### config.mk
export PLATFORM = sky130hd
export DESIGN_NAME = i2csr_top
export DESIGN_NICKNAME = d
export VERILOG_FILES = /design/src/logic/i2csr_pkg.sv /design/src/logic/i2csr_irq.sv /design/src/logic/i2csr_sync.sv /design/src/logic/i2csr_top.sv
export VERILOG_INCLUDE_DIRS = /design/src /design/src/logic
export SDC_FILE = /design/constraint.sdc
export NUM_CORES = 1
export LEC_CHECK = 0
export BUFFER_PORTS_ARGS = -buffer_cell sky130_fd_sc_hd__buf_2
export CAP_MARGIN = 20
export CORE_MARGIN = 3
export CORE_UTILIZATION = 40
export DETAILED_ROUTE_END_ITERATION = 16
export PLACE_DENSITY = 0.58
export SLEW_MARGIN = 20
export SYNTH_ARGS = -nofsm -noshare
export SYNTH_HDL_FRONTEND = slang
export SYNTH_SLANG_ARGS = --single-unit
### constraint.sdc
create_clock -name ref_clk -period 2.4 [get_ports ref_clk]
set_clock_uncertainty 0.2 [all_clocks]
set_input_delay 0.6 -clock ref_clk [delete_from_list [all_inputs] [get_ports ref_clk]]
set_output_delay 0.6 -clock ref_clk [all_outputs]
set_load 0.005 [all_outputs]
### src/logic/i2csr_consts.svh
/*
  Register offsets, field positions, reset values and status codes of the
  two-wire slave receiver. Assumes it is included by the design and bench files.
*/
`ifndef I2CSR_CONSTS_SVH
`define I2CSR_CONSTS_SVH

// Register offsets on the plain register port.
`define I2CSR_ADDR_W        3
`define I2CSR_OFS_CTRL      3'h0
`define I2CSR_OFS_CODE      3'h1
`define I2CSR_OFS_BUF       3'h2
`define I2CSR_OFS_OWN       3'h3
`define I2CSR_OFS_RATE      3'h4
`define I2CSR_OFS_IRQ_STAT  3'h5
`define I2CSR_OFS_IRQ_MASK  3'h6

// Control register field positions.
`define I2CSR_CTRL_FLAG     7
`define I2CSR_CTRL_ACK      6
`define I2CSR_CTRL_BEGIN    5
`define I2CSR_CTRL_HALT     4
`define I2CSR_CTRL_EN       2

// Own address register: address in bits 7..1, broadcast accept in bit 0.
`define I2CSR_OWN_BCAST     0

// Status codes.
`define I2CSR_CODE_SLA_ACK  8'h60
`define I2CSR_CODE_GC_ACK   8'h70
`define I2CSR_CODE_DAT_ACK  8'h80
`define I2CSR_CODE_DAT_NACK 8'h88
`define I2CSR_CODE_GC_DACK  8'h90
`define I2CSR_CODE_GC_NACK  8'h98
`define I2CSR_CODE_END      8'ha0
`define I2CSR_CODE_NONE     8'hf8

// Reset values.
`define I2CSR_RST_BYTE      8'h00
`define I2CSR_RST_RATE      8'h10

// Interrupt event bits.
`define I2CSR_EV_W          3
`define I2CSR_EV_STEP       0
`define I2CSR_EV_STOP       1
`define I2CSR_EV_BEGIN      2

`endif

### src/logic/i2csr_pkg.sv
/*
  Types of the two-wire slave receiver: controller states and the packed
  state record of the principal module. Assumes nothing of its users.
*/
package i2csr_pkg;

  typedef enum logic [2:0] {
    ST_IDLE,
    ST_ADDR,
    ST_ADDR_ACK,
    ST_DATA,
    ST_DATA_ACK,
    ST_WAIT,
    ST_WAIT_END,
    ST_GEN
  } i2csr_state_t;

  typedef struct packed {
    i2csr_state_t st;
    logic         flag;
    logic         ack_en;
    logic         begin_req;
    logic         halt_req;
    logic         iface_en;
    logic         bcast;
    logic         ack_next;
    logic [7:0]   code;
    logic [7:0]   data;
    logic [7:0]   shift;
    logic [3:0]   bitcnt;
    logic [7:0]   own_addr;
    logic [7:0]   bitrate;
    logic [7:0]   rdata;
    logic         scl_q;
    logic         sda_q;
    logic         scl_oe;
    logic         sda_oe;
    logic         pin_low;
    logic         busy;
    logic         restart;
    logic         begin_pend;
    logic [7:0]   hold_cnt;
  } i2csr_core_t;

endpackage

### src/logic/i2csr_irq.sv
/*
  Sticky interrupt status with write-one-to-clear, a mask and one level
  interrupt. Assumes events are one-cycle pulses on ref_clk.
*/
`timescale 1ns/100ps
`include "i2csr_consts.svh"
module i2csr_irq #(
  parameter int W = `I2CSR_EV_W
) (
  // Clock and reset.
  input  wire logic         ref_clk,
  input  wire logic         rst,
  // Events and register writes.
  input  wire logic [W-1:0] event_in,
  input  wire logic         wr_status,
  input  wire logic         wr_mask,
  input  wire logic [W-1:0] wdata,
  // Register contents and the interrupt line.
  output logic      [W-1:0] status,
  output logic      [W-1:0] mask,
  output logic              irq
);

  typedef struct packed {
    logic [W-1:0] status;
    logic [W-1:0] mask;
    logic         irq;
  } i2csr_irq_t;

  i2csr_irq_t r_reg;
  i2csr_irq_t r_next;

  // An event in the cycle of its clear keeps the bit set.
  always_comb begin
    r_next = r_reg;
    if (wr_status) begin
      r_next.status = r_reg.status & ~wdata;
    end
    r_next.status = r_next.status | event_in;
    if (wr_mask) begin
      r_next.mask = wdata;
    end
    r_next.irq = |(r_next.status & r_next.mask);
  end

  always_ff @(posedge ref_clk) begin
    if (rst) begin
      r_reg <= '0;
    end else begin
      r_reg <= r_next;
    end
  end

  assign status = r_reg.status;
  assign mask   = r_reg.mask;
  assign irq    = r_reg.irq;

endmodule // i2csr_irq

### src/logic/i2csr_sync.sv
/*
  Two flip-flop synchroniser for levels entering from outside ref_clk.
  Assumes the input is a level; the reset value models an idle high line.
*/
`timescale 1ns/100ps
module i2csr_sync #(
  parameter int         WIDTH = 1,
  parameter logic [0:0] RST_V = 1'b1
) (
  // Clock and reset.
  input  wire logic             ref_clk,
  input  wire logic             rst,
  // Asynchronous level in, synchronised level out.
  input  wire logic [WIDTH-1:0] async_in,
  output logic      [WIDTH-1:0] sync_out
);

  typedef struct packed {
    logic [WIDTH-1:0] s1;
    logic [WIDTH-1:0] s2;
  } i2csr_sync_t;

  i2csr_sync_t r_reg;
  i2csr_sync_t r_next;

  // The first stage feeds only the second one.
  always_comb begin
    r_next.s1 = async_in;
    r_next.s2 = r_reg.s1;
  end

  // Both stages reset to the idle level.
  always_ff @(posedge ref_clk) begin
    if (rst) begin
      r_reg <= {(2 * WIDTH){RST_V}};
    end else begin
      r_reg <= r_next;
    end
  end

  assign sync_out = r_reg.s2;

endmodule // i2csr_sync

### src/logic/i2csr_top.sv
/*
  Slave receiver of a byte-oriented two-wire serial interface: address match,
  byte reception with ACK or NOT ACK, status codes, clock stretching while
  software answers, and a queued START when the bus is free.
  Assumes an external master drives the bus clock; the pins are open drain
  and resolved outside; software uses the plain register port on ref_clk.
*/
// The plain strobed port and the register offsets were decided locally.
`timescale 1ns/100ps
`include "i2csr_consts.svh"
module i2csr_top (
  // Clock and reset.
  input  wire logic                     ref_clk,
  input  wire logic                     rst,
  // Register port.
  input  wire logic [`I2CSR_ADDR_W-1:0] reg_addr,
  input  wire logic [7:0]               reg_wdata,
  input  wire logic                     reg_wr,
  input  wire logic                     reg_rd,
  output logic      [7:0]               reg_rdata,
  // Bus clock pin.
  input  wire logic                     scl_in,
  output logic                          scl_out,
  output logic                          scl_oe,
  // Bus data pin.
  input  wire logic                     sda_in,
  output logic                          sda_out,
  output logic                          sda_oe,
  // Interrupt.
  output logic                          irq
);

  i2csr_pkg::i2csr_core_t r_reg;
  i2csr_pkg::i2csr_core_t r_next;

  logic                     scl_s;
  logic                     sda_s;
  logic [`I2CSR_EV_W-1:0]   ev;
  logic [`I2CSR_EV_W-1:0]   irq_status;
  logic [`I2CSR_EV_W-1:0]   irq_mask;
  logic                     irq_wr_status;
  logic                     irq_wr_mask;

  // Both pins are foreign to ref_clk and pass two flip-flops first.
  i2csr_sync #(.WIDTH(1), .RST_V(1'b1)) u_sync_scl (
    .ref_clk  (ref_clk),
    .rst      (rst),
    .async_in (scl_in),
    .sync_out (scl_s)
  );

  i2csr_sync #(.WIDTH(1), .RST_V(1'b1)) u_sync_sda (
    .ref_clk  (ref_clk),
    .rst      (rst),
    .async_in (sda_in),
    .sync_out (sda_s)
  );

  // Interrupt status and mask writes are decoded here.
  assign irq_wr_status = reg_wr && (reg_addr == `I2CSR_OFS_IRQ_STAT);
  assign irq_wr_mask   = reg_wr && (reg_addr == `I2CSR_OFS_IRQ_MASK);

  i2csr_irq #(.W(`I2CSR_EV_W)) u_irq (
    .ref_clk   (ref_clk),
    .rst       (rst),
    .event_in  (ev),
    .wr_status (irq_wr_status),
    .wr_mask   (irq_wr_mask),
    .wdata     (reg_wdata[`I2CSR_EV_W-1:0]),
    .status    (irq_status),
    .mask      (irq_mask),
    .irq       (irq)
  );

  // Bus conditions, register access and the receive controller.
  always_comb begin
    logic rise;
    logic fall;
    logic start_c;
    logic stop_c;
    logic resume;
    logic own_hit;
    logic gc_hit;
    rise    = 1'b0;
    fall    = 1'b0;
    start_c = 1'b0;
    stop_c  = 1'b0;
    resume  = 1'b0;
    own_hit = 1'b0;
    gc_hit  = 1'b0;
    r_next  = r_reg;
    ev      = '0;

    // Edges and conditions are judged on synchronised samples only.
    rise    = scl_s && !r_reg.scl_q;
    fall    = !scl_s && r_reg.scl_q;
    start_c = scl_s && r_reg.scl_q && r_reg.sda_q && !sda_s;
    stop_c  = scl_s && r_reg.scl_q && !r_reg.sda_q && sda_s;
    r_next.scl_q   = scl_s;
    r_next.sda_q   = sda_s;
    r_next.pin_low = 1'b0;
    if (start_c) begin
      r_next.busy = 1'b1;
    end
    if (stop_c) begin
      r_next.busy = 1'b0;
      ev[`I2CSR_EV_STOP] = 1'b1;
    end

    // Register writes; writing one to the flag is the software reply.
    if (reg_wr) begin
      unique case (reg_addr)
        `I2CSR_OFS_CTRL: begin
          r_next.ack_en    = reg_wdata[`I2CSR_CTRL_ACK];
          r_next.begin_req = reg_wdata[`I2CSR_CTRL_BEGIN];
          r_next.halt_req  = reg_wdata[`I2CSR_CTRL_HALT];
          r_next.iface_en  = reg_wdata[`I2CSR_CTRL_EN];
          resume = reg_wdata[`I2CSR_CTRL_FLAG] && r_reg.flag;
        end
        `I2CSR_OFS_BUF:  r_next.data     = reg_wdata;
        `I2CSR_OFS_OWN:  r_next.own_addr = reg_wdata;
        `I2CSR_OFS_RATE: r_next.bitrate  = reg_wdata;
        default: ;
      endcase
    end

    // Read data stands in the cycle after the strobe; unmapped reads zero.
    if (reg_rd) begin
      unique case (reg_addr)
        `I2CSR_OFS_CTRL: r_next.rdata = {r_reg.flag, r_reg.ack_en, r_reg.begin_req,
                                         r_reg.halt_req, 1'b0, r_reg.iface_en, 2'b00};
        `I2CSR_OFS_CODE: r_next.rdata = r_reg.code;
        `I2CSR_OFS_BUF:  r_next.rdata = r_reg.data;
        `I2CSR_OFS_OWN:  r_next.rdata = r_reg.own_addr;
        `I2CSR_OFS_RATE: r_next.rdata = r_reg.bitrate;
        `I2CSR_OFS_IRQ_STAT: r_next.rdata = {{(8-`I2CSR_EV_W){1'b0}}, irq_status};
        `I2CSR_OFS_IRQ_MASK: r_next.rdata = {{(8-`I2CSR_EV_W){1'b0}}, irq_mask};
        default: r_next.rdata = 8'h00;
      endcase
    end

    // Address matches; recognition follows ack enable at all times.
    own_hit = (r_reg.shift[7:1] == r_reg.own_addr[7:1]) && !r_reg.shift[0]
              && r_reg.ack_en;
    gc_hit  = (r_reg.shift[7:1] == 7'h00) && !r_reg.shift[0] && r_reg.ack_en
              && r_reg.own_addr[`I2CSR_OWN_BCAST];

    if (!r_next.iface_en) begin
      // Disabled, or being disabled by this write: let go of both lines at once,
      // so a stretched clock is never held a cycle past the disabling write.
      r_next.st     = i2csr_pkg::ST_IDLE;
      r_next.flag   = 1'b0;
      r_next.scl_oe = 1'b0;
      r_next.sda_oe = 1'b0;
      r_next.code   = `I2CSR_CODE_NONE;
    end else begin
      unique case (r_reg.st)
        i2csr_pkg::ST_IDLE: begin
          if (start_c) begin
            r_next.st     = i2csr_pkg::ST_ADDR;
            r_next.bitcnt = 4'h0;
          end else if (r_reg.begin_pend && !r_reg.busy && !r_reg.flag) begin
            // Queued START: pull data low while the clock is high.
            r_next.st       = i2csr_pkg::ST_GEN;
            r_next.sda_oe   = 1'b1;
            r_next.hold_cnt = r_reg.bitrate;
          end
        end

        i2csr_pkg::ST_GEN: begin
          // Own START is not fed back as a new frame while the bit rate is 2 or more; at 0 or 1 it is detected in ST_IDLE and enters ST_ADDR.
          if (r_reg.hold_cnt == 8'h00) begin
            r_next.st         = i2csr_pkg::ST_IDLE;
            r_next.sda_oe     = 1'b0;
            r_next.begin_pend = 1'b0;
            ev[`I2CSR_EV_BEGIN] = 1'b1;
          end else begin
            r_next.hold_cnt = r_reg.hold_cnt - 8'h01;
          end
        end

        i2csr_pkg::ST_ADDR: begin
          if (start_c) begin
            r_next.bitcnt = 4'h0;
          end else if (stop_c) begin
            r_next.st = i2csr_pkg::ST_IDLE;
          end else if (rise) begin
            r_next.shift  = {r_reg.shift[6:0], sda_s};
            r_next.bitcnt = r_reg.bitcnt + 4'h1;
          end else if (fall && r_reg.bitcnt == 4'h8) begin
            if (own_hit || gc_hit) begin
              r_next.st     = i2csr_pkg::ST_ADDR_ACK;
              r_next.sda_oe = 1'b1;
              r_next.bcast  = gc_hit && !own_hit;
            end else begin
              r_next.st = i2csr_pkg::ST_IDLE;
            end
          end
        end

        i2csr_pkg::ST_ADDR_ACK: begin
          // End of the acknowledge clock: report and stretch.
          if (fall) begin
            r_next.st     = i2csr_pkg::ST_WAIT;
            r_next.sda_oe = 1'b0;
            r_next.flag   = 1'b1;
            r_next.scl_oe = 1'b1;
            r_next.code   = r_reg.bcast ? `I2CSR_CODE_GC_ACK
                                        : `I2CSR_CODE_SLA_ACK;
            ev[`I2CSR_EV_STEP] = 1'b1;
          end
        end

        i2csr_pkg::ST_DATA: begin
          if (start_c || stop_c) begin
            // Frame ended under us while addressed.
            r_next.st      = i2csr_pkg::ST_WAIT_END;
            r_next.flag    = 1'b1;
            r_next.scl_oe  = 1'b1;
            r_next.restart = start_c;
            r_next.code    = `I2CSR_CODE_END;
            ev[`I2CSR_EV_STEP] = 1'b1;
          end else if (rise) begin
            r_next.shift  = {r_reg.shift[6:0], sda_s};
            r_next.bitcnt = r_reg.bitcnt + 4'h1;
          end else if (fall && r_reg.bitcnt == 4'h8) begin
            r_next.st     = i2csr_pkg::ST_DATA_ACK;
            r_next.data   = r_reg.shift;
            r_next.sda_oe = r_reg.ack_next;
          end
        end

        i2csr_pkg::ST_DATA_ACK: begin
          if (fall) begin
            r_next.sda_oe  = 1'b0;
            r_next.restart = 1'b0;  // A restart seen in an earlier frame must not apply here.
            r_next.flag    = 1'b1;
            r_next.scl_oe  = 1'b1;
            r_next.st     = r_reg.ack_next ? i2csr_pkg::ST_WAIT : i2csr_pkg::ST_WAIT_END;
            ev[`I2CSR_EV_STEP] = 1'b1;
            if (r_reg.bcast) begin
              r_next.code = r_reg.ack_next ? `I2CSR_CODE_GC_DACK
                                           : `I2CSR_CODE_GC_NACK;
            end else begin
              r_next.code = r_reg.ack_next ? `I2CSR_CODE_DAT_ACK
                                           : `I2CSR_CODE_DAT_NACK;
            end
          end
        end

        i2csr_pkg::ST_WAIT: begin
          // Still addressed: the reply picks ACK or NOT ACK for the next byte.
          if (resume) begin
            r_next.st       = i2csr_pkg::ST_DATA;
            r_next.flag     = 1'b0;
            r_next.scl_oe   = 1'b0;
            r_next.bitcnt   = 4'h0;
            r_next.ack_next = reg_wdata[`I2CSR_CTRL_ACK];
          end
        end

        i2csr_pkg::ST_WAIT_END: begin
          // Leaving the addressed state; a restart resumes address capture when the reply sets ACK.
          if (resume) begin
            r_next.flag       = 1'b0;
            r_next.scl_oe     = 1'b0;
            r_next.bcast      = 1'b0;
            r_next.restart    = 1'b0;
            r_next.bitcnt     = 4'h0;
            r_next.begin_pend = reg_wdata[`I2CSR_CTRL_BEGIN];
            r_next.st = (r_reg.restart && reg_wdata[`I2CSR_CTRL_ACK])
                        ? i2csr_pkg::ST_ADDR : i2csr_pkg::ST_IDLE;
          end
        end

        default: r_next.st = i2csr_pkg::ST_IDLE;
      endcase
    end
  end

  // All state in one record; reset leaves the bus released and idle.
  always_ff @(posedge ref_clk) begin
    if (rst) begin
      r_reg          <= '0;
      r_reg.st       <= i2csr_pkg::ST_IDLE;
      r_reg.code     <= `I2CSR_CODE_NONE;
      r_reg.data     <= `I2CSR_RST_BYTE;
      r_reg.bitrate  <= `I2CSR_RST_RATE;
      r_reg.scl_q    <= 1'b1;
      r_reg.sda_q    <= 1'b1;
    end else begin
      r_reg <= r_next;
    end
  end

  // Outputs come straight from the record; pins only ever pull low.
  assign reg_rdata = r_reg.rdata;
  assign scl_out   = r_reg.pin_low;
  assign sda_out   = r_reg.pin_low;
  assign scl_oe    = r_reg.scl_oe;
  assign sda_oe    = r_reg.sda_oe;

endmodule // i2csr_top

== Yosys cells after proc, flatten, opt, wreduce, memory -nomap -nowiden ==
Index checks and enable logic that the tools add are counted.

* Add/subtract/negate cells: 2
* Equality and inequality tests: 41
* Multiplexer cells: 88
* Bitwise logic cells: 5
* Reductions and logical operators: 64

{| class="wikitable"
|+ Operators by type and width
! cell !! number
|-
| $mux 8 || 12
|-
| $pmux 8 s7 || 1
|-
| $mux 20 || 2
|-
| $mux 3 || 12
|-
| $mux 4 || 9
|-
| $ne 2x2->1 const B || 18
|-
| $mux 1 || 32
|-
| $pmux 8 s2 || 2
|-
| $mux 12 || 2
|-
| $pmux 3 s8 || 1
|-
| $pmux 8 s3 || 1
|-
| $eq 3x3->1 const B || 7
|-
| $logic_and 1x1->1 || 20
|-
| $ne 3x3->1 const B || 6
|-
| $pmux 4 s4 || 1
|-
| $reduce_and 5->1 || 3
|-
| $reduce_and 13->1 || 1
|-
| $eq 3x2->1 const B || 4
|-
| $reduce_and 4->1 || 3
|-
| $reduce_and 6->1 || 2
|-
| $reduce_and 11->1 || 1
|-
| $mux 5 || 2
|-
| $pmux 1 s5 || 2
|-
| $reduce_bool 5->1 || 2
|-
| 26 further kinds || 54
|}

* Register bits: 89
* Bits of input ports: 17
* Word-level logic and storage cells: 231

== Logic depth before layout (Yosys ltp) ==
Gate-level depths: netlist of run 1.

* Depth in word-level cells: 11
* Depth in mapped cells: 8

== Hierarchy ==
A second synthesis of run 1 with hierarchy kept.

* Cells, all modules: 553
* Area total of the unflattened synthesis: 4578.1 sq um

{| class="wikitable"
|+ By module, submodules not included
! module !! times used !! cells each !! area an instance (sq um)
|-
| i2csr_top || 1 || 518 || 4209.0
|-
| i2csr_irq || 1 || 27 || 264.0
|-
| i2csr_sync || 2 || 4 || 52.6
|}

== Worst setup path before layout of run 1 ==
OpenSTA, ideal clock, no wires.

* Kind: input-to-reg
* Start point: input port reg_addr[2]
* End point: register r_reg[7] (netlist bit)
* Library setup time: 0.115 ns
* Data arrival time: 2.115 ns
* Setup slack: -0.030 ns
* Cell stages on the path: 8
* Cell sequence: buf_2 -> nor4b_4 -> buf_6 -> mux2_4 -> o21ai_1 -> buf_2 -> a21oi_1 -> o21ba_2

* Cells in the longest elaborated chain, start to end: 4

{| class="wikitable"
|+ RTL lines
! element !! RTL line !! text
|-
| start: declaration || i2csr_top.sv:16 || <nowiki>input wire logic [`I2CSR_ADDR_W-1:0] reg_addr,</nowiki>
|-
| $logic_not 3->1 || i2csr_top.sv:112 || <nowiki>unique case (reg_addr)</nowiki>
|-
| $mux 1 || i2csr_top.sv:112 ||
|-
| $mux 1 || i2csr_top.sv:111 || <nowiki>if (reg_wr) begin</nowiki>
|-
| $reduce_and 5->1 (no line) || n/a ||
|-
| end signal: assignment || i2csr_top.sv:292 || <nowiki>r_reg <= r_next;</nowiki>
|-
| end: declaration || i2csr_top.sv:33 || <nowiki>i2csr_pkg::i2csr_core_t r_reg;</nowiki>
|}

Every way passes these cells.
A chain may end at the register's enable or synchronous reset.

== Final worst setup path of run 1 ==
* Start point: register r_reg[76] (netlist bit)
* End point: register r_reg[43] (netlist bit)

* Cells in the longest elaborated chain, start to end: 4

{| class="wikitable"
|+ RTL lines
! element !! RTL line !! text
|-
| $eq 3x3->1 || i2csr_top.sv:157 || <nowiki>unique case (r_reg.st)</nowiki>
|-
| $reduce_or 2->1 (no line) || n/a ||
|-
| $ne 2x1->1 (no line) or $reduce_bool 4->1 (tied branches) || n/a ||
|-
| $reduce_and 6->1 (no line) || n/a ||
|}

Several ways; a longest one is shown, not always the timed one.

==> impl_metrics.prom, run 1 <==
# TYPE chip_impl_metric gauge
chip_impl_metric{name="grt_first_pass_wirelength",unit="mm"} 20.7
chip_impl_metric{name="insertion_delay",unit="ns"} 0.35
chip_impl_metric{name="yosys_warnings",unit=""} 0
chip_impl_metric{name="fp.coreArea",unit="um2"} 11000
chip_impl_metric{name="arrival_time_at_the_worst_endpoint",unit="ns"} 2.33
chip_impl_metric{name="slew-limit-headroom",unit="%"} 60.2
chip_impl_metric{name="route.detailed.wl_per_inst",unit="um"} 17.4
chip_impl_metric{name="grt_start_max_net_pins",unit=""} 32
chip_impl_metric{name="die_area",unit="um2"} 12700
chip_impl_metric{name="reg2reg_slack",unit="ns"} 0.16
chip_impl_info{name="prevailing_post_synth_register_cell",value="dfxtp_1"} 1
chip_impl_metric{name="drt_iter0_drc",unit=""} 273
chip_impl_info{name="holdCritPathClass",value="reg2reg"} 1
chip_impl_metric{name="wp_data_required",unit="ns"} 2.49
chip_impl_info{name="setup.worst_path.start_class",value="flip-flop"} 1
chip_impl_metric{name="synth_sequential_area_ratio",unit="%"} 37.3
chip_impl_metric{name="post-place-ws",unit="ns"} -0.0695
chip_impl_metric{name="htree_num_levels",unit=""} 3
chip_impl_metric{name="finalHoldViolCount",unit=""} 0
chip_impl_info{name="cts_tree",value="built"} 1
chip_impl_metric{name="n_antenna_cell",unit=""} 0
chip_impl_metric{name="drc",unit=""} 0
chip_impl_metric{name="drv_slew",unit=""} 0
chip_impl_info{name="end_kind",value="flip-flop"} 1
chip_impl_metric{name="globalRouteOverflowTotal",unit=""} 0
chip_impl_metric{name="cts_buffers",unit=""} 9
chip_impl_metric{name="drt-vias-per-instance",unit=""} 5.78
chip_impl_metric{name="worstMarginPinSlew",unit="ns"} 0.595
chip_impl_metric{name="wirelength",unit="mm"} 12.7
chip_impl_metric{name="synthDistinctLibCells",unit=""} 72
chip_impl_metric{name="cts.reportedPaths.clkPinSlew",unit="ns"} 0.07
chip_impl_metric{name="final_layout_size_suffix_gt1_share",unit="%"} 21.0
chip_impl_metric{name="fp.dieH",unit="um"} 113
chip_impl_metric{name="largest_register_ff_count",unit=""} 64
chip_impl_metric{name="globalplace.congestion",unit=""} 0.901
chip_impl_metric{name="critical_path_peak_fanout",unit=""} 7
chip_impl_info{name="run_status",value="finished clean"} 1
chip_impl_metric{name="global_route.usage.total",unit="%"} 20.4
chip_impl_info{name="critPathKind",value="reg2reg"} 1
chip_impl_metric{name="pwr_density_cell",unit="nW/um2"} 577
chip_impl_metric{name="asyncSetResetFlopFracSynth",unit="%"} 0
chip_impl_metric{name="hpwl_after_detailed_placement",unit="mm"} 9.45
chip_impl_metric{name="min_period",unit="ns"} 2.24
chip_impl_metric{name="postCtsResizedCells",unit=""} 0
chip_impl_metric{name="synthesis.instances",unit=""} 539
chip_impl_info{name="clockRootBuffer",value="clkbuf_16"} 1
chip_impl_metric{name="dpl-instance-area",unit="um2"} 5030
chip_impl_metric{name="holdBufCountCts",unit=""} 0
chip_impl_metric{name="post-layout-total-power",unit="W"} 0.00308
chip_impl_metric{name="ir_worst_vdd",unit="mV"} 0.665
chip_impl_metric{name="synth-edff-count",unit=""} 0
chip_impl_metric{name="via_count_of_the_first_global_routing_pass",unit=""} 3898
chip_impl_metric{name="max-cap-violations",unit=""} 0
chip_impl_metric{name="grt_antenna_before_repair",unit=""} 0
chip_impl_metric{name="die_w",unit="um"} 113
chip_impl_metric{name="clock_sinks",unit=""} 85
chip_impl_metric{name="cts.repair_timing.setup_buffer_count",unit=""} 0
chip_impl_metric{name="layout-area-overhead-vs-synth",unit="%"} 17.1
chip_impl_metric{name="fmax",unit="MHz"} 446
chip_impl_metric{name="drt_first_pass_iters",unit=""} 5
chip_impl_metric{name="mappedNetlistArea",unit="um2"} 4560
chip_impl_metric{name="place.port_buffers",unit=""} 27
chip_impl_metric{name="leakagePower",unit="nW"} 2.11
chip_impl_metric{name="num_vias",unit=""} 4201
chip_impl_metric{name="fin_worst_hold_slack",unit="ns"} 0.210
chip_impl_metric{name="synthesis.area_per_instance",unit="um2"} 8.47
chip_impl_metric{name="worst_slack",unit="ns"} 0.160
chip_impl_metric{name="fin_crit_sh",unit="%"} 93.3
chip_impl_metric{name="placement_rows",unit=""} 38
chip_impl_metric{name="initial_core_util",unit="%"} 41.6
chip_impl_metric{name="drt.antenna.violating_nets",unit=""} 0
chip_impl_metric{name="ctsLongestPathBuffers",unit=""} 2
chip_impl_metric{name="top_level_ports",unit=""} 30
chip_impl_metric{name="finalSetupViolations",unit=""} 0
chip_impl_metric{name="finalInstanceArea",unit="um2"} 5350
chip_impl_info{name="grt_setup_unrepaired",value="false"} 1
chip_impl_metric{name="final_nets",unit=""} 603
chip_impl_metric{name="ys_seq_elements",unit=""} 85
==> worst paths after layout <==
check | start | endpoint | depth (start not counted)
worst max register to register | r_reg[76] | r_reg[43] | 6
worst max-delay path | r_reg[76] | r_reg[43] | 6
worst min register to register | u_sync_sda.r_next[0] | u_sync_sda.sync_out | 1
worst min-delay path | u_sync_sda.r_next[0] | u_sync_sda.sync_out | 1
==> cell usage in the layout (no fill, tap or decap), types with 8 or more instances in the layout <==
master and instances:
inv_1 12, nand2b_1 8, nor2b_1 10, o21ai_0 20
mux2i_1 32, nand2_1 52, nand3_1 14, buf_4 46
buf_2 27, mux2_2 10, nor2_1 54, or2_2 8
clkbuf_16 9, dfxtp_1 84, a22oi_1 13, a21oi_1 42
==> report_power, final <==
group / leakage, nW / total [W] / switching, W / internal [W]
Combinational: 1.28 / 0.000217 / 0.000129 / 0.0000879
Clock: 0.142 / 0.00142 / 0.000607 / 0.000810
Sequential: 0.688 / 0.00145 / 0.0000188 / 0.00143
==> cells in the mapped netlist, types with 5 or more instances <==
master	instances	area (um2)
buf_2	8	40.0
inv_1	12	45.0
o21ai_0	20	100
xor2_1	7	61.3
mux2_2	10	113
nor3_1	7	35.0
nand2_1	52	195
a21o_1	5	37.5
a211oi_1	7	52.6
buf_4	11	82.6
a22oi_1	13	97.6
nand3_1	14	70.1
a21oi_1	43	215
o221ai_1	5	43.8
nand2b_1	8	50.1
or2_2	8	50.1
nand4b_1	7	61.3
mux2i_1	32	320
nor3b_1	5	37.5
nor2_1	54	203
nor2b_1	10	62.6
dfxtp_1	85	1700
a31oi_1	5	31.3
clkbuf_1	21	78.8
==> final cells by class <==
cell class | instances | area (um2)
Clock inverter | 7 | 72.6
Timing Repair Buffer | 74 | 500
Tap cell | 140 | 175
Clock buffer | 9 | 225
Inverter | 13 | 48.8
Sequential cell | 85 | 1700
Fill cell | 1084 | 5640
Multi-Input combinational cell | 399 | 2620
==> per-layer routing <==
metal,wire length [um],vias to the layer above,track usage (%)
li1,-,2031,-
met1,6030,2043,28.4
met2,5760,111,31.2
met3,681,16,5.56
met4,206,0,5.45
met5,0,-,0
==> kinds of logic after synthesis <==
kind of cell,Yosys count,synth area share [%]
flops,85,37.3
fa+ha+maj,4,1.10
compound gates,136,19.7
mux,44,10.1
simple gates,202,23.8
other cells,1,0.0822
xor+xnor,11,2.11
buf+inv,56,5.89
==> worst max-delay path, stage by stage, from the launching register on <==
cell	delay, ns
dfxtp_1	0.51
buf_4	0.19
nand4b_1	0.11
a21oi_1	0.09
o32a_1	0.42
or4_1	0.52
a21oi_1	0.15
==> per-stage QoR <==
stage / utilization [%] / std cells / TNS, ns
2_1_floorplan: - / 540 / 0
3_3_place_gp: 45.8 / 711 / -0.290
3_5_place_dp: 45.8 / 711 / -0.941
4_1_cts: 48.5 / 727 / 0
5_1_grt: 48.7 / 727 / 0
6_report: 48.7 / 727 / 0
Note: power is estimated with default switching activity, not from simulation.
==> run 2: changes to the inputs <==
Settings changed: CORE_MARGIN 3 to default, SETUP_SLACK_MARGIN from default to 0.02.
==> run 2 against run 1 <==
Fmax fell by 2.1%. Clock power barely moved. Routed wire length is 0.98% lower. Design area fell by 0.33%. Worst hold slack got worse by 0.0011 ns. Clock-buffer cell count increased by 4. Worst setup slack lost 0.048 ns. Sequential share of layout area increased by 0.10 points. Critical path type unchanged. Critical endpoint is now sda_oe.
==> impl_metrics.prom, run 2 (same netlist as run 1, synthesis figures left out) <==
# TYPE chip_impl_metric gauge
chip_impl_info{name="run_status",value="finished clean"} 1
chip_impl_metric{name="wirelength",unit="mm"} 12.6
chip_impl_metric{name="placement_rows",unit=""} 38
chip_impl_metric{name="combinationalPowerShare",unit="%"} 7.0
chip_impl_metric{name="grt_antenna_before_repair",unit=""} 0
chip_impl_metric{name="die_area",unit="um2"} 11800
chip_impl_metric{name="max-cap-violations",unit=""} 0
chip_impl_metric{name="largest_register_ff_count",unit=""} 64
chip_impl_metric{name="drt_first_pass_iters",unit=""} 7
chip_impl_metric{name="stage_delay_of_the_slowest_cell_on_the_critical_path",unit="ns"} 0.55
chip_impl_metric{name="drt-vias-per-instance",unit=""} 5.68
chip_impl_metric{name="wp_data_required",unit="ns"} 2.45
chip_impl_info{name="critPathKind",value="reg2reg"} 1
chip_impl_metric{name="final-instance-count-excl-fill",unit=""} 720
chip_impl_info{name="clockRootBuffer",value="clkbuf_16"} 1
chip_impl_metric{name="n_antenna_cell",unit=""} 0
chip_impl_metric{name="critical_path_peak_fanout",unit=""} 5
chip_impl_info{name="critical-path-slowest-cell",value="or4b_4"} 1
chip_impl_info{name="end_kind",value="flip-flop"} 1
chip_impl_info{name="critical_path.cell_chain",value="inv_1, ha_1, nor4b_4, a21oi_4, or4b_4, a31o_1, a211oi_1"} 1
chip_impl_metric{name="finalSetupViolations",unit=""} 0
chip_impl_metric{name="fp.coreArea",unit="um2"} 11000
chip_impl_metric{name="drc",unit=""} 0
chip_impl_metric{name="fmax",unit="MHz"} 437
chip_impl_info{name="layout.cells.most_common_list",value="dfxtp_1, nor2_1, nand2_1"} 1
chip_impl_metric{name="arrival_time_at_the_worst_endpoint",unit="ns"} 2.34
chip_impl_metric{name="drt.antenna.violating_nets",unit=""} 0
chip_impl_metric{name="pwr_density_cell",unit="nW/um2"} 583
chip_impl_metric{name="worstMarginPinSlew",unit="ns"} 0.535
chip_impl_metric{name="placed_cells",unit=""} 703
chip_impl_metric{name="top_level_ports",unit=""} 30
chip_impl_info{name="timing.critical_path.max_delay_family",value="simple AND/OR/NAND/NOR gates"} 1
chip_impl_metric{name="power.switching",unit="W"} 0.000721
chip_impl_metric{name="layout-area-overhead-vs-synth",unit="%"} 16.7
chip_impl_metric{name="cts.reportedPaths.clkPinSlew",unit="ns"} 0.06
chip_impl_metric{name="place.port_buffers",unit=""} 27
chip_impl_metric{name="route.detailed.wl_per_inst",unit="um"} 17.4
chip_impl_metric{name="share_clk_of_total_power",unit="%"} 46.3
chip_impl_metric{name="global_route.usage.total",unit="%"} 21.9
chip_impl_metric{name="fin_crit_sh",unit="%"} 95.4
chip_impl_metric{name="min_period",unit="ns"} 2.29
chip_impl_metric{name="postLayoutCoreUtil",unit="%"} 48.5
chip_impl_metric{name="hpwl_after_detailed_placement",unit="mm"} 9.09
chip_impl_metric{name="drv_slew",unit=""} 0
chip_impl_metric{name="slew-limit-headroom",unit="%"} 63.4
chip_impl_metric{name="ctsLongestPathBuffers",unit=""} 2
chip_impl_metric{name="clock_sinks",unit=""} 85
chip_impl_metric{name="insertion_delay",unit="ns"} 0.34
chip_impl_metric{name="ir_worst_vdd",unit="mV"} 0.423
chip_impl_info{name="layout_commonest_cell",value="dfxtp_1"} 1
chip_impl_metric{name="leakagePower",unit="nW"} 2.08
chip_impl_metric{name="htree_num_levels",unit=""} 3
chip_impl_metric{name="num_vias",unit=""} 4087
chip_impl_metric{name="final_layout_size_suffix_gt1_share",unit="%"} 20.0
chip_impl_info{name="setup.worst_path.start_class",value="flip-flop"} 1
chip_impl_metric{name="grt_first_pass_wirelength",unit="mm"} 19.8
chip_impl_metric{name="globalRouteOverflowTotal",unit=""} 0
chip_impl_info{name="holdCritPathClass",value="reg2reg"} 1
chip_impl_metric{name="finalHoldViolCount",unit=""} 0
chip_impl_metric{name="worstPathBufferInverterCount",unit=""} 1
chip_impl_metric{name="p_seq_share",unit="%"} 46.7
chip_impl_metric{name="grt_start_max_net_pins",unit=""} 72
chip_impl_info{name="cts_tree",value="built"} 1
chip_impl_metric{name="layout.filler_cells",unit=""} 1092
chip_impl_metric{name="initial_core_util",unit="%"} 41.6
chip_impl_metric{name="final_nets",unit=""} 596
chip_impl_metric{name="via_count_of_the_first_global_routing_pass",unit=""} 3724
chip_impl_metric{name="drt_iter0_drc",unit=""} 334
chip_impl_metric{name="die_w",unit="um"} 109
chip_impl_metric{name="fp.dieH",unit="um"} 109
chip_impl_metric{name="cts_buffers",unit=""} 9
chip_impl_metric{name="switching_share_of_total_power",unit="%"} 23.2
chip_impl_metric{name="reg2reg_slack",unit="ns"} 0.11
chip_impl_metric{name="p_int",unit="W"} 0.00239
chip_impl_metric{name="globalplace.congestion",unit=""} 0.904
run 2: area by class of cell:
type	count	area (um2)	area share (%)
multi-input cells	399	2640	49.5
flip-flops and latches	85	1700	32.0
repair buffers	67	460	8.64
clock buffers	13	260	4.88
well taps	140	175	3.29
inverters	13	48.8	0.916
clock inverters	3	43.8	0.822
run 2: per-stage QoR:
| step | hold slack [ns] | total power, W | worst slack (ns) | setup TNS [ns] | instance area [um2] |
|---|---|---|---|---|---|
| 5_1_grt | 0.220 | 0.00321 | -0.00277 | -0.00277 | 5330 |
| 6_report | 0.209 | 0.00311 | 0.111 | 0 | 5330 |
| 4_1_cts | 0.212 | 0.00312 | 0.0303 | 0 | 5290 |
| 3_5_place_dp | 0.198 | 0.00170 | -0.0888 | -0.888 | 4980 |
| 2_1_floorplan | 0.189 | 0.00161 | 0.0432 | 0 | 4580 |
| 3_3_place_gp | 0.192 | 0.00169 | -0.0873 | -0.359 | 4980 |
run 2: worst paths after layout:
| kind | startpoint | endpoint | depth (start not counted) |
|---|---|---|---|
| hold / removal | u_sync_sda.r_next[0] | u_sync_sda.sync_out | 1 |
| setup reg to reg | r_reg[0] | sda_oe | 7 |
| hold reg to reg | u_sync_sda.r_next[0] | u_sync_sda.sync_out | 1 |
| setup / recovery | r_reg[0] | sda_oe | 7 |
run 2: power groups by stage:
stage,logic (W),clock network [W],registers [W]
2_1_floorplan,0.000142,0,0.00147
3_5_place_dp,0.000214,0,0.00148
3_3_place_gp,0.000211,0,0.00148
4_1_cts,0.000215,0.00146,0.00145
5_1_grt,0.000237,0.00152,0.00145
6_report,0.000217,0.00144,0.00145
run 2: metal layers:
metal | vias up | part of all wire [%] | global-route usage [%]
li1 | 2012 | - | -
met1 | 1936 | 48 | 30.8
met2 | 120 | 45 | 33.5
met3 | 19 | 6.1 | 5.14
met4 | 0 | 1.5 | 6.08
met5 | - | 0 | 0
run 2: repair_timing:
action / CTS / global route
pin swaps: 0 / 1
buffers inserted: 0 / 1
resized for setup: 1 / 5
hold buffers: 0 / 0
endpoints found under the setup margin: 1 / 16
==> run 3: changes to the inputs <==
Settings changed: CAP_MARGIN 20 to 40, CORE_ASPECT_RATIO from default to 0.9.
==> run 3 against run 2 <==
Non-clock buffer count is 4 higher. Worst hold slack better by 0.0011 ns. Fmax is 1.0% higher. Worst setup slack better by 0.024 ns. Critical path depth is 2 lower. Cell count is 2.1% higher. First-iteration DRC count is 12% lower. Global-route usage is 0.33 points higher. Sequential cell count stayed put. Register-to-register slack better by 0.02 ns.
==> impl_metrics.prom, run 3 (same netlist as run 1, synthesis figures left out) <==
# TYPE chip_impl_metric gauge
chip_impl_metric{name="ir_worst_vdd",unit="mV"} 0.285
chip_impl_metric{name="initial_core_util",unit="%"} 41.7
chip_impl_metric{name="postLayoutCoreUtil",unit="%"} 48.8
chip_impl_metric{name="route.detailed.wl_per_inst",unit="um"} 17.2
chip_impl_metric{name="grt_antenna_before_repair",unit=""} 0
chip_impl_metric{name="globalplace.congestion",unit=""} 0.905
chip_impl_info{name="critical-path-slowest-cell",value="or4_1"} 1
chip_impl_metric{name="htree_num_levels",unit=""} 3
chip_impl_metric{name="fin_worst_hold_slack",unit="ns"} 0.210
chip_impl_metric{name="final_nets",unit=""} 600
chip_impl_info{name="clockRootBuffer",value="clkbuf_16"} 1
chip_impl_metric{name="critical_path_peak_fanout",unit=""} 10
chip_impl_metric{name="max-cap-violations",unit=""} 0
chip_impl_metric{name="insertion_delay",unit="ns"} 0.34
chip_impl_metric{name="worst_slack",unit="ns"} 0.135
chip_impl_info{name="run_status",value="finished clean"} 1
chip_impl_metric{name="arrival_time_at_the_worst_endpoint",unit="ns"} 2.34
chip_impl_info{name="grt_setup_unrepaired",value="false"} 1
chip_impl_metric{name="ctsLongestPathBuffers",unit=""} 2
chip_impl_info{name="end_kind",value="flip-flop"} 1
chip_impl_metric{name="grt_first_pass_wirelength",unit="mm"} 20.0
chip_impl_metric{name="fp.coreArea",unit="um2"} 10900
chip_impl_metric{name="finalInstanceArea",unit="um2"} 5340
chip_impl_metric{name="n_antenna_cell",unit=""} 0
chip_impl_metric{name="global_route.usage.total",unit="%"} 22.3
chip_impl_metric{name="num_vias",unit=""} 4072
chip_impl_info{name="setup.worst_path.start_class",value="flip-flop"} 1
chip_impl_metric{name="globalRouteOverflowTotal",unit=""} 0
chip_impl_metric{name="drt_iter0_drc",unit=""} 293
chip_impl_metric{name="top_level_ports",unit=""} 30
chip_impl_metric{name="drt.antenna.violating_nets",unit=""} 0
chip_impl_metric{name="largest_register_ff_count",unit=""} 64
chip_impl_metric{name="final_layout_size_suffix_gt1_share",unit="%"} 20.4
chip_impl_metric{name="via_count_of_the_first_global_routing_pass",unit=""} 3798
chip_impl_metric{name="finalHoldViolCount",unit=""} 0
chip_impl_info{name="layout.cells.most_common_list",value="dfxtp_1, nor2_1, nand2_1"} 1
chip_impl_metric{name="post-place-ws",unit="ns"} -0.0905
chip_impl_metric{name="fp.dieH",unit="um"} 103
chip_impl_metric{name="finalSetupViolations",unit=""} 0
chip_impl_metric{name="drt_first_pass_iters",unit=""} 5
chip_impl_metric{name="placement_rows",unit=""} 36
chip_impl_metric{name="layout-area-overhead-vs-synth",unit="%"} 17.0
chip_impl_metric{name="pwr_density_cell",unit="nW/um2"} 573
chip_impl_metric{name="wirelength",unit="mm"} 12.6
chip_impl_metric{name="stage_delay_of_the_slowest_cell_on_the_critical_path",unit="ns"} 0.52
chip_impl_info{name="cts_tree",value="built"} 1
chip_impl_metric{name="drc",unit=""} 0
chip_impl_metric{name="cts.reportedPaths.clkPinSlew",unit="ns"} 0.06
chip_impl_metric{name="die_w",unit="um"} 115
chip_impl_metric{name="dpl-instance-area",unit="um2"} 5040
chip_impl_info{name="critPathKind",value="reg2reg"} 1
chip_impl_metric{name="place.port_buffers",unit=""} 27
chip_impl_metric{name="clock_sinks",unit=""} 85
chip_impl_metric{name="setup-tns-final",unit="ns"} 0
chip_impl_metric{name="fin_crit_sh",unit="%"} 94.4
chip_impl_metric{name="wp_data_required",unit="ns"} 2.47
chip_impl_metric{name="drv_slew",unit=""} 0
chip_impl_metric{name="holdBufCountCts",unit=""} 0
chip_impl_info{name="layout_commonest_cell",value="dfxtp_1"} 1
chip_impl_metric{name="leakagePower",unit="nW"} 2.10
chip_impl_metric{name="min_period",unit="ns"} 2.27
chip_impl_metric{name="worstMarginPinSlew",unit="ns"} 0.517
chip_impl_metric{name="cts_buffers",unit=""} 9
chip_impl_info{name="critical_path.cell_chain",value="buf_4, o31a_1, o32a_1, or4_1, a21oi_1"} 1
chip_impl_info{name="holdCritPathClass",value="reg2reg"} 1
chip_impl_metric{name="drt-vias-per-instance",unit=""} 5.54
chip_impl_metric{name="grt_start_max_net_pins",unit=""} 57
chip_impl_metric{name="slew-limit-headroom",unit="%"} 65.4
chip_impl_metric{name="die_area",unit="um2"} 11800
chip_impl_metric{name="fmax",unit="MHz"} 442
chip_impl_metric{name="hpwl_after_detailed_placement",unit="mm"} 9.39
## run 3: changes by cell type in the layout (fill, tap and decap cells not counted), sizes merged
cell      before  now
clkinvlp       0    2
clkbuf        13    9
buf           67   71
inv           12   13
## run 3: layout make-up
type                    instances  area (um2)
well taps                     152         190
repair buffers                 71         490
clock inverters                 6        63.8
clock buffers                   9         225
inverters                      13        48.8
fillers                      1071        5610
flip-flops and latches         85        1700
multi-input cells             399        2620
## run 3: repair_timing
action,4_1_cts,5_1_grt
gates resized for setup,0,2
setup buffers,0,0
endpoints found under the setup margin,0,2
## run 3: report_power, final
group	total [W]	leakage, nW	switching [W]	internal [W]
clock network	0.00139	0.138	0.000587	0.000801
registers	0.00145	0.688	0.0000190	0.00143
logic	0.000221	1.27	0.000131	0.0000903
## run 3: stage by stage
stage / power (W) / cells
after global placement: 0.00170 / 720
final: 0.00306 / 735
after global routing: 0.00316 / 735
after detailed placement: 0.00170 / 720
after floorplan: 0.00161 / 540
after CTS: 0.00308 / 735
## run 3: critical path: cells and delay by family (launching register included)
family                 cells  cell delay (ns)
AND/OR/NAND/NOR            1             0.52
buffers and inverters      1             0.22
flip-flops                 1             0.42
AO/OA/AOI/OAI              3             0.84
## run 3: final timing paths
kind | from | to | slack (ns) | depth (start not counted)
worst max-delay path | r_reg[76] | r_reg[43] | 0.13 | 5
worst min-delay path | u_sync_scl.r_next[0] | u_sync_scl.sync_out | 0.21 | 1
worst max register to register | r_reg[76] | r_reg[43] | 0.13 | 5
worst min register to register | u_sync_scl.r_next[0] | u_sync_scl.sync_out | 0.21 | 1
## run 3: layer usage
layer	GRT usage [%]	share of wire, %	vias to the layer above
met3	5.19	5.2	20
met2	33.6	42	120
li1	-	-	2019
met5	0	0	-
met1	31.4	51	1913
met4	7.19	1.7	0
